File: src/common/rapc_pkg.sv
// Constants and carrier types for the register preload controller.
// Assumes a single 125 MHz clock; the target device is reached through
// discrete pin controls that an external level shifter turns into voltages.
`default_nettype none

package rapc_pkg;

  // ==========================================================================
  // Clock and timing
  localparam int CLK_PERIOD_NS        = 8;
  // Dwell at the elevated level, in ns (plain default, not printed)
  localparam int DWELL_TIME_NS        = 1000;
  localparam int DWELL_CYCLES         =
    (DWELL_TIME_NS + CLK_PERIOD_NS - 1) / CLK_PERIOD_NS;
  // Clock pulse width for capture, high and low, in ns
  localparam int CLK_PULSE_WIDTH_NS   = 10;
  localparam int PULSE_CYCLES         =
    (CLK_PULSE_WIDTH_NS + CLK_PERIOD_NS - 1) / CLK_PERIOD_NS;
  // Input setup and hold around the clock edge, in ns
  localparam int INPUT_SETUP_TIME_NS  = 15;
  localparam int INPUT_HOLD_WINDOW_NS = 0;
  localparam int CLK_TO_OUTPUT_NS     = 8;
  // Cycle period without feedback: max(tw high + tw low, setup + hold)
  localparam int PERIOD_NOFB_NS =
    (2 * CLK_PULSE_WIDTH_NS > INPUT_SETUP_TIME_NS + INPUT_HOLD_WINDOW_NS) ?
    2 * CLK_PULSE_WIDTH_NS : INPUT_SETUP_TIME_NS + INPUT_HOLD_WINDOW_NS;
  // Cycle period with feedback: clock-to-output plus setup
  localparam int PERIOD_FB_NS = CLK_TO_OUTPUT_NS + INPUT_SETUP_TIME_NS;
  localparam int SETUP_CYCLES =
    (INPUT_SETUP_TIME_NS + CLK_PERIOD_NS - 1) / CLK_PERIOD_NS;
  localparam int TIMER_W      = 16;

  // ==========================================================================
  // Array geometry and fuse map
  localparam int NUM_OUT         = 8;
  localparam int PRODUCT_PITCH   = 40;
  localparam int INPUT_LINES     = 40;
  localparam int ADDR_W          = 12;
  localparam logic MAP_CONNECT   = 1'b0;
  localparam logic MAP_OPEN      = 1'b1;

  // ==========================================================================
  // Types
  typedef enum logic [1:0] {
    RAPC_OP_CLEAR_ALL, RAPC_OP_SET_SEL, RAPC_OP_CAPTURE, RAPC_OP_PROGRAM
  } rapc_op_type;

  typedef struct packed {
    logic [NUM_OUT-1:0] data;     // Pattern or per-output select
    logic [NUM_OUT-1:0] reg_mask; // 1 = registered output
    logic [5:0]         pline;    // Product line for programming
    logic [5:0]         iline;    // Input line for programming
    logic               map_bit;  // Fuse map cell value
    logic               vertical; // Vertical-cell device
  } rapc_req_type;

  typedef struct packed {
    logic               gate_hi;     // Output enable pin raised (disabled)
    logic               clear_elev;  // Elevated level on clear input
    logic               preload_hh;  // Super-high on both preload pins
    logic               clk;         // Device clock pin
    logic [NUM_OUT-1:0] pin_elev;    // Elevated level per output pin
    logic [NUM_OUT-1:0] pin_out;     // Driven level per output pin
    logic [NUM_OUT-1:0] pin_oe;      // Drive enable per output pin
  } rapc_pins_type;

endpackage : rapc_pkg

`default_nettype wire

File: src/rtl/rapc_ctrl.sv
// Host-side sequencer that preloads registers of a registered logic array
// and programs its cells. Assumes external drivers turn pin flags into
// elevated or super-high voltages and that the device is powered.
`timescale 1ns/100ps
`default_nettype none

module rapc_ctrl
  import rapc_pkg::*;
(
  // Clock and reset
  input  wire logic          I_MCLK,
  input  wire logic          I_RESET,
  // Request port
  input  wire logic          i_req_valid,
  input  wire rapc_op_type   i_req_op,
  input  wire rapc_req_type  i_req,
  input  wire logic          i_feedback,
  input  wire logic          i_secured,
  output logic               o_req_ready,
  output logic               o_done,
  output logic               o_refused,
  // Derived timing and programming address
  output logic [15:0]        o_min_period_ns,
  output logic [ADDR_W-1:0]  o_cell_addr,
  output logic               o_cell_burn,
  // Device pins
  output rapc_pins_type      o_pins
);

  // ==========================================================================
  // Helpers

  // Array cell address from product and input line
  function automatic logic [ADDR_W-1:0] cell_addr(input logic [5:0] pl,
                                                  input logic [5:0] il);
    cell_addr = ADDR_W'(pl * PRODUCT_PITCH) + ADDR_W'(il);
  endfunction : cell_addr

  // Whether a cell is physically programmed for this technology
  function automatic logic cell_burns(input logic map_bit,
                                      input logic vertical);
    // Zero connects: vertical burns zeroes, fuse burns ones
    cell_burns = vertical ? (map_bit == MAP_CONNECT) :
                            (map_bit == MAP_OPEN);
  endfunction : cell_burns

  // ==========================================================================
  // State and storage
  typedef enum logic [3:0] {
    S_IDLE, S_CLR_HOLD, S_SET_DIS, S_SET_HOLD, S_CAP_DIS, S_CAP_DATA,
    S_CAP_HH, S_CAP_CLKH, S_CAP_CLKL, S_CAP_DROP, S_CAP_EN, S_DONE
  } rapc_state_type;

  rapc_state_type      state;
  rapc_state_type      next_state;
  logic [TIMER_W-1:0]  timer;
  logic                timer_load;
  logic [TIMER_W-1:0]  timer_value;
  rapc_req_type        req;
  rapc_pins_type       next_pins;

  wire logic timer_zero = (timer == '0);

  // ==========================================================================
  // Request acceptance: only idle takes a request
  always_comb begin
    o_req_ready = (state == S_IDLE);
  end

  // Capture request fields on acceptance
  always_ff @(posedge I_MCLK or posedge I_RESET) begin
    if (I_RESET) begin
      req <= '0;
    end else if (o_req_ready && i_req_valid) begin
      req <= i_req;
    end
  end

  // ==========================================================================
  // Sequencer
  always_comb begin
    next_state  = state;
    timer_load  = 1'b0;
    timer_value = '0;
    case (state)
      S_IDLE: begin
        if (i_req_valid) begin
          // Preload ops ignore the lockout input
          case (i_req_op)
            RAPC_OP_CLEAR_ALL: begin
              next_state  = S_CLR_HOLD;
              timer_load  = 1'b1;
              timer_value = TIMER_W'(DWELL_CYCLES - 1);
            end
            RAPC_OP_SET_SEL: begin
              next_state  = S_SET_DIS;
              timer_load  = 1'b1;
              timer_value = TIMER_W'(DWELL_CYCLES - 1);
            end
            RAPC_OP_CAPTURE: begin
              // Outputs disabled before any pin data
              next_state  = S_CAP_DIS;
              timer_load  = 1'b1;
              timer_value = TIMER_W'(SETUP_CYCLES - 1);
            end
            default: begin
              // Programming is a single strobe; lockout handled below
              next_state = S_DONE;
            end
          endcase
        end
      end
      S_CLR_HOLD: begin
        if (timer_zero) begin
          next_state = S_DONE;
        end
      end
      S_SET_DIS: begin
        if (timer_zero) begin
          next_state  = S_SET_HOLD;
          timer_load  = 1'b1;
          timer_value = TIMER_W'(DWELL_CYCLES - 1);
        end
      end
      S_SET_HOLD: begin
        if (timer_zero) begin
          next_state = S_DONE;
        end
      end
      S_CAP_DIS: begin
        if (timer_zero) begin
          next_state  = S_CAP_DATA;
          timer_load  = 1'b1;
          timer_value = TIMER_W'(SETUP_CYCLES - 1);
        end
      end
      S_CAP_DATA: begin
        if (timer_zero) begin
          next_state  = S_CAP_HH;
          timer_load  = 1'b1;
          timer_value = TIMER_W'(SETUP_CYCLES - 1);
        end
      end
      S_CAP_HH: begin
        if (timer_zero) begin
          next_state  = S_CAP_CLKH;
          timer_load  = 1'b1;
          timer_value = TIMER_W'(PULSE_CYCLES - 1);
        end
      end
      S_CAP_CLKH: begin
        if (timer_zero) begin
          next_state  = S_CAP_CLKL;
          timer_load  = 1'b1;
          timer_value = TIMER_W'(PULSE_CYCLES - 1);
        end
      end
      S_CAP_CLKL: begin
        if (timer_zero) begin
          next_state  = S_CAP_DROP;
          timer_load  = 1'b1;
          timer_value = TIMER_W'(SETUP_CYCLES - 1);
        end
      end
      S_CAP_DROP: begin
        if (timer_zero) begin
          next_state = S_CAP_EN;
        end
      end
      S_CAP_EN: begin
        next_state = S_DONE;
      end
      S_DONE: begin
        next_state = S_IDLE;
      end
      default: begin
        next_state = S_IDLE;
      end
    endcase
  end

  // State register
  always_ff @(posedge I_MCLK or posedge I_RESET) begin
    if (I_RESET) begin
      state <= S_IDLE;
    end else begin
      state <= next_state;
    end
  end

  // Dwell and pulse timer; counts down to zero
  always_ff @(posedge I_MCLK or posedge I_RESET) begin
    if (I_RESET) begin
      timer <= '0;
    end else if (timer_load) begin
      timer <= timer_value;
    end else if (!timer_zero) begin
      timer <= timer - 1'b1;
    end
  end

  // ==========================================================================
  // Pin drive per state
  always_comb begin
    next_pins = '0;
    case (next_state)
      S_CLR_HOLD: begin
        next_pins.clear_elev = 1'b1;
      end
      S_SET_DIS: begin
        next_pins.gate_hi = 1'b1;
      end
      S_SET_HOLD: begin
        next_pins.gate_hi  = 1'b1;
        next_pins.pin_elev = req.data & req.reg_mask;
      end
      S_CAP_DIS: begin
        next_pins.gate_hi = 1'b1;
      end
      S_CAP_DATA, S_CAP_HH, S_CAP_CLKH, S_CAP_CLKL, S_CAP_DROP: begin
        next_pins.gate_hi = 1'b1;
        next_pins.pin_oe  = '1;
        next_pins.pin_out = req.data & req.reg_mask;
        // Super-high held across the clock pulse
        next_pins.preload_hh = (next_state == S_CAP_HH) ||
                               (next_state == S_CAP_CLKH) ||
                               (next_state == S_CAP_CLKL);
        // Rising device clock captures pin data
        next_pins.clk = (next_state == S_CAP_CLKH);
      end
      default: begin
        // Super-high gone; enable low restores outputs
        next_pins = '0;
      end
    endcase
  end

  // Registered pin drive
  always_ff @(posedge I_MCLK or posedge I_RESET) begin
    if (I_RESET) begin
      o_pins <= '0;
    end else begin
      o_pins <= next_pins;
    end
  end

  // ==========================================================================
  // Programming strobe and lockout refusal; both set on the take edge so
  // they stand in the same cycle as the done pulse of a program op
  always_ff @(posedge I_MCLK or posedge I_RESET) begin
    if (I_RESET) begin
      o_cell_addr <= '0;
      o_cell_burn <= 1'b0;
      o_refused   <= 1'b0;
    end else begin
      o_cell_burn <= 1'b0;
      o_refused   <= 1'b0;
      if (o_req_ready && i_req_valid && i_req_op == RAPC_OP_PROGRAM) begin
        o_cell_addr <= cell_addr(i_req.pline, i_req.iline);
        if (i_secured) begin
          o_refused <= 1'b1;
        end else begin
          o_cell_burn <= cell_burns(i_req.map_bit, i_req.vertical);
        end
      end
    end
  end

  // Completion pulse, one cycle while the done state stands
  always_ff @(posedge I_MCLK or posedge I_RESET) begin
    if (I_RESET) begin
      o_done <= 1'b0;
    end else begin
      o_done <= (next_state == S_DONE);
    end
  end

  // ==========================================================================
  // Minimum device clock period, chosen by feedback use
  always_ff @(posedge I_MCLK or posedge I_RESET) begin
    if (I_RESET) begin
      o_min_period_ns <= '0;
    end else if (i_feedback) begin
      o_min_period_ns <= 16'(PERIOD_FB_NS);
    end else begin
      o_min_period_ns <= 16'(PERIOD_NOFB_NS);
    end
  end

  // Array updates suppressed: pins never clock the device while preload
  // pins are raised except the one capture pulse.
  // No other clock during preload

endmodule : rapc_ctrl

`default_nettype wire

File: config.mk
export PLATFORM = sky130hd
export DESIGN_NAME = rapc_ctrl
export DESIGN_NICKNAME = d
export VERILOG_FILES = /design/src/common/rapc_pkg.sv /design/src/rtl/rapc_ctrl.sv
export SDC_FILE = /design/constraint.sdc
export NUM_CORES = 1
export LEC_CHECK = 0
export BUFFER_PORTS_ARGS = -buffer_cell sky130_fd_sc_hd__buf_2
export CORE_ASPECT_RATIO = 1.75
export CORE_MARGIN = 1
export CORE_UTILIZATION = 32
export CTS_CLUSTER_SIZE = 8
export DETAILED_ROUTE_END_ITERATION = 7
export HOLD_SLACK_MARGIN = 0.1
export PLACE_DENSITY = 0.61
export SYNTH_ARGS = -nofsm -noshare
export SYNTH_HDL_FRONTEND = slang
export SYNTH_SLANG_ARGS = --single-unit
File: constraint.sdc
create_clock -name I_MCLK -period 2.7 [get_ports I_MCLK]
set_clock_uncertainty 0.2 [all_clocks]
set_input_delay 0.27 -clock I_MCLK [delete_from_list [all_inputs] [get_ports I_MCLK]]
set_output_delay 0.27 -clock I_MCLK [all_outputs]
set_load 0.03 [all_outputs]
==> impl_results.md <==
* Synth area leaders: dfrtp_1 49%, mux2_2 5.9%, ha_1 5.6%
* Fin. Hold Viols at 0
* Reg2Reg Depth at 10
* Synth Warn # at 0
* Nets at 535
* Status: finished with violations
* H-tree depth at 3
* Total of max-cap violations at 0
* Slack of the worst reg-to-reg path at ~90 ps
* Worst Hold Endpoint: o_cell_addr[3]$_DFFE_PP0P_
* Initial antenna violation count at 0
* Non-Filler Instances at 619
* Leakage power at between 2 and 3 nW
* Post-synth EDFFs at 0
* Pwr Total at 2.62 mW
* Detail Route Antenna Nets at 0
* Vias post-DR at 2,953
* CP startpoint kind: flip-flop
* # setup viols final at 0
* 1st-iter DRT viols at 119
* Largest area contributor in the netlist: dfrtp_1
* Post-Synthesis Cells at 360
* Vias in the first global route at 3,018
* Clk root buf: clkbuf_16
* Yosys reg bits at 74
* Synth top area share at 0.488
* Area occupied by multi-input gates at between 0.0015 and 0.002 mm²
* Pre-CTS setup slack at -27.0 ps
* Die height at 146 µm
* Core box area at between 0.01 and 0.015 mm²
* Clock latency on the worst-skew pair at 340 ps
* FF-to-FF Start: timer[0]$_DFFE_PP0P_
* Fin crit period at between 2000 and 3000 ps
* Sink Count at 74
* Die X at approximately 84 µm
* Mean Syn Cell Area at 10.5 µm²
* Placed insts at 579
* Final period utilization at 0.967
* N_diodes at 0
* Crit end category: flip-flop
* WL final at 8.29 mm
* Synth cell types at between 50 and 60
* VDD IR max at 299 µV
* Final Cell Area at 0.00499 mm²
* Num ports at 97
* Fmax at between 300 and 400 MHz
* Failing checks: design-rule violations
* CP Max Fanout at 8
* Hold_ws at around 110 ps
* GPL Wtd Cong at between 0.8 and 0.9
* Kind of critical path: flip-flop to flip-flop
* Worst-path clk slew at ~60 ps
* Cell Area, Placed at about 0.0044 mm²
* Fill count at 1,131
* RSZ-0062 raised after global routing: no
* Data required time of the worst path at around 2800 ps
* Fin. max-slew vios at 0
* Vias per Instance at 4.77
* Least-Margin Pin Slew at 533 ps
* Port bufs at 84
* Remaining Overflow, GRT at 0
* WP data arrival at between 2000 and 3000 ps
* Netlist Area Pre-Place at roughly 0.0038 mm²
* R2R Path End: o_pins[18]$_DFF_PP0_
* Sequential share of the synthesized area at 0.488
* DR WL/cell at between 10 and 15 µm
* CTS buffer count at 9
* Top-count cell post-synth: dfrtp_1
* HPWL after DPL at about 6.2 mm
* Hold Crit Class: input port to flip-flop
* Slew headroom at 0.644
* Starting Density at 0.328
* Post-synth top cells: 74 x dfrtp_1, 36 x nor2_1, 24 x nand2_1, 22 x buf_4, 21 x inv_1
* First-pass GRT wire length at roughly 14 mm
* Register area at approximately 0.0019 mm²
* Hold depth at 3
* Largest net degree at the start of global routing at 75
* Synth async-reset ratio at 1.00
* Drt pass-1 iters at 7
* Hold path startpoint: i_req[5]
* Slack of the critical path at 90.0 ps
* Cell Pwr Density at ~520 mW/mm²
* Clock buffer depth at 2
* Predominant post-synthesis flop cell: dfrtp_1
* Syn-to-layout area delta at 31.6%
* Aggregate global-route resource usage at 0.144
* CTS tree: yes
* Share of cells above drive strength 1 at 0.337
* Total die area at ~0.012 mm²
* Site row count at 52
* Post-route DRC at 8
==> logic make-up (layout without fill, tap and decap cells) <==
family,count (synthesis),after routing,share of synthesized area
buffers and inverters,53,166,0.0762
AO/OA/AOI/OAI,52,52,0.0914
multiplexers,23,23,0.0673
flip-flops,74,74,0.488
adder cells (fa/ha/maj),19,19,0.0666
AND/OR/NAND/NOR,116,116,0.160
other,2,13,0.00198
XOR/XNOR,21,21,0.0485
==> state kept, by name (all words and copies together) (netlist names) <==
register	flops
o_pins	21
o_refused	1
req	16
state	4
timer	16
o_cell_addr	12
o_min_period_ns	2
o_done	1
o_cell_burn	1
==> cell usage in the layout (no fill, tap or decap), types with 2 or more instances in the layout <==
cell	instances
buf_2	84
dfrtp_1	74
nor2_1	36
nand2_1	24
dlygate4sd3_1	23
inv_1	20
mux2_2	20
buf_4	19
ha_1	17
o21ai_0	16
conb_1	13
nor3_1	12
xnor2_1	11
xor2_1	10
clkbuf_16	9
nor2_2	8
a21oi_1	7
nor2b_1	6
nand3_1	5
o31ai_1	4
a21o_1	4
o21a_1	4
nand3b_1	3
mux2i_1	3
or3_1	3
inv_6	3
nor4_4	2
nand4_1	2
nor3b_1	2
a31o_2	2
nor4_1	2
o211ai_1	2
a211oi_1	2
fa_1	2
bufinv_16	2
buf_12	2
==> layer usage <==
metal,global-route usage,share of wire
met3,0.0401,0.045
met2,0.250,0.53
met5,0,0
met1,0.158,0.39
met4,0.0776,0.038
==> report_power, final <==
group,switching (mW),internal (mW),leakage (nW),total (mW)
registers,0.000517,1.11,0.988,1.11
logic,0.119,0.0909,1.39,0.210
clock network,0.481,0.816,0.157,1.30
==> critical path, cell delays in order, from the launching register on <==
cell	delay, ps
dfrtp_1	360
inv_1	60
ha_1	200
nor4b_4	130
and4_4	220
buf_4	140
a31o_2	250
or3_4	340
or3_1	370
buf_6	160
nor2_2	110
==> worst max-delay path by stage <==
stage                              start              endpoint  depth (start not counted)
finish              timer[0]$_DFFE_PP0P_  o_pins[18]$_DFF_PP0_                         10
global route        timer[0]$_DFFE_PP0P_  o_pins[18]$_DFF_PP0_                         10
CTS                 timer[0]$_DFFE_PP0P_  o_pins[18]$_DFF_PP0_                         10
detailed placement  timer[0]$_DFFE_PP0P_  o_pins[18]$_DFF_PP0_                          9
global placement    timer[0]$_DFFE_PP0P_  o_pins[20]$_DFF_PP0_                          9
floorplan             state[0]$_DFF_PP0_  timer[1]$_DFFE_PP0P_                          6
==> area by class of cell <==
cell class                      count  share of cell area
Sequential cell                    74               0.371
Multi-Input combinational cell    244               0.345
Timing Repair Buffer              129               0.169
Clock buffer                        9              0.0451
Tap cell                          135              0.0338
Clock inverter                      7              0.0198
Inverter                           21              0.0158
==> timing repair <==
item / in CTS / in global routing
resized for setup: 3 / 3
hold endpoints to repair: 96 / 0
setup buffers: 0 / 1
hold buffers: 23 / 0
setup endpoints to repair: 8 / 14
==> through the flow <==
stage	setup TNS, ps	util
detailed placement	-58.9	0.380
global placement	0	0.380
CTS	0	0.429
floorplan	0	-
global route	0	0.431
finish	0	0.431
No activity file was read; power rests on OpenSTA's default activity.
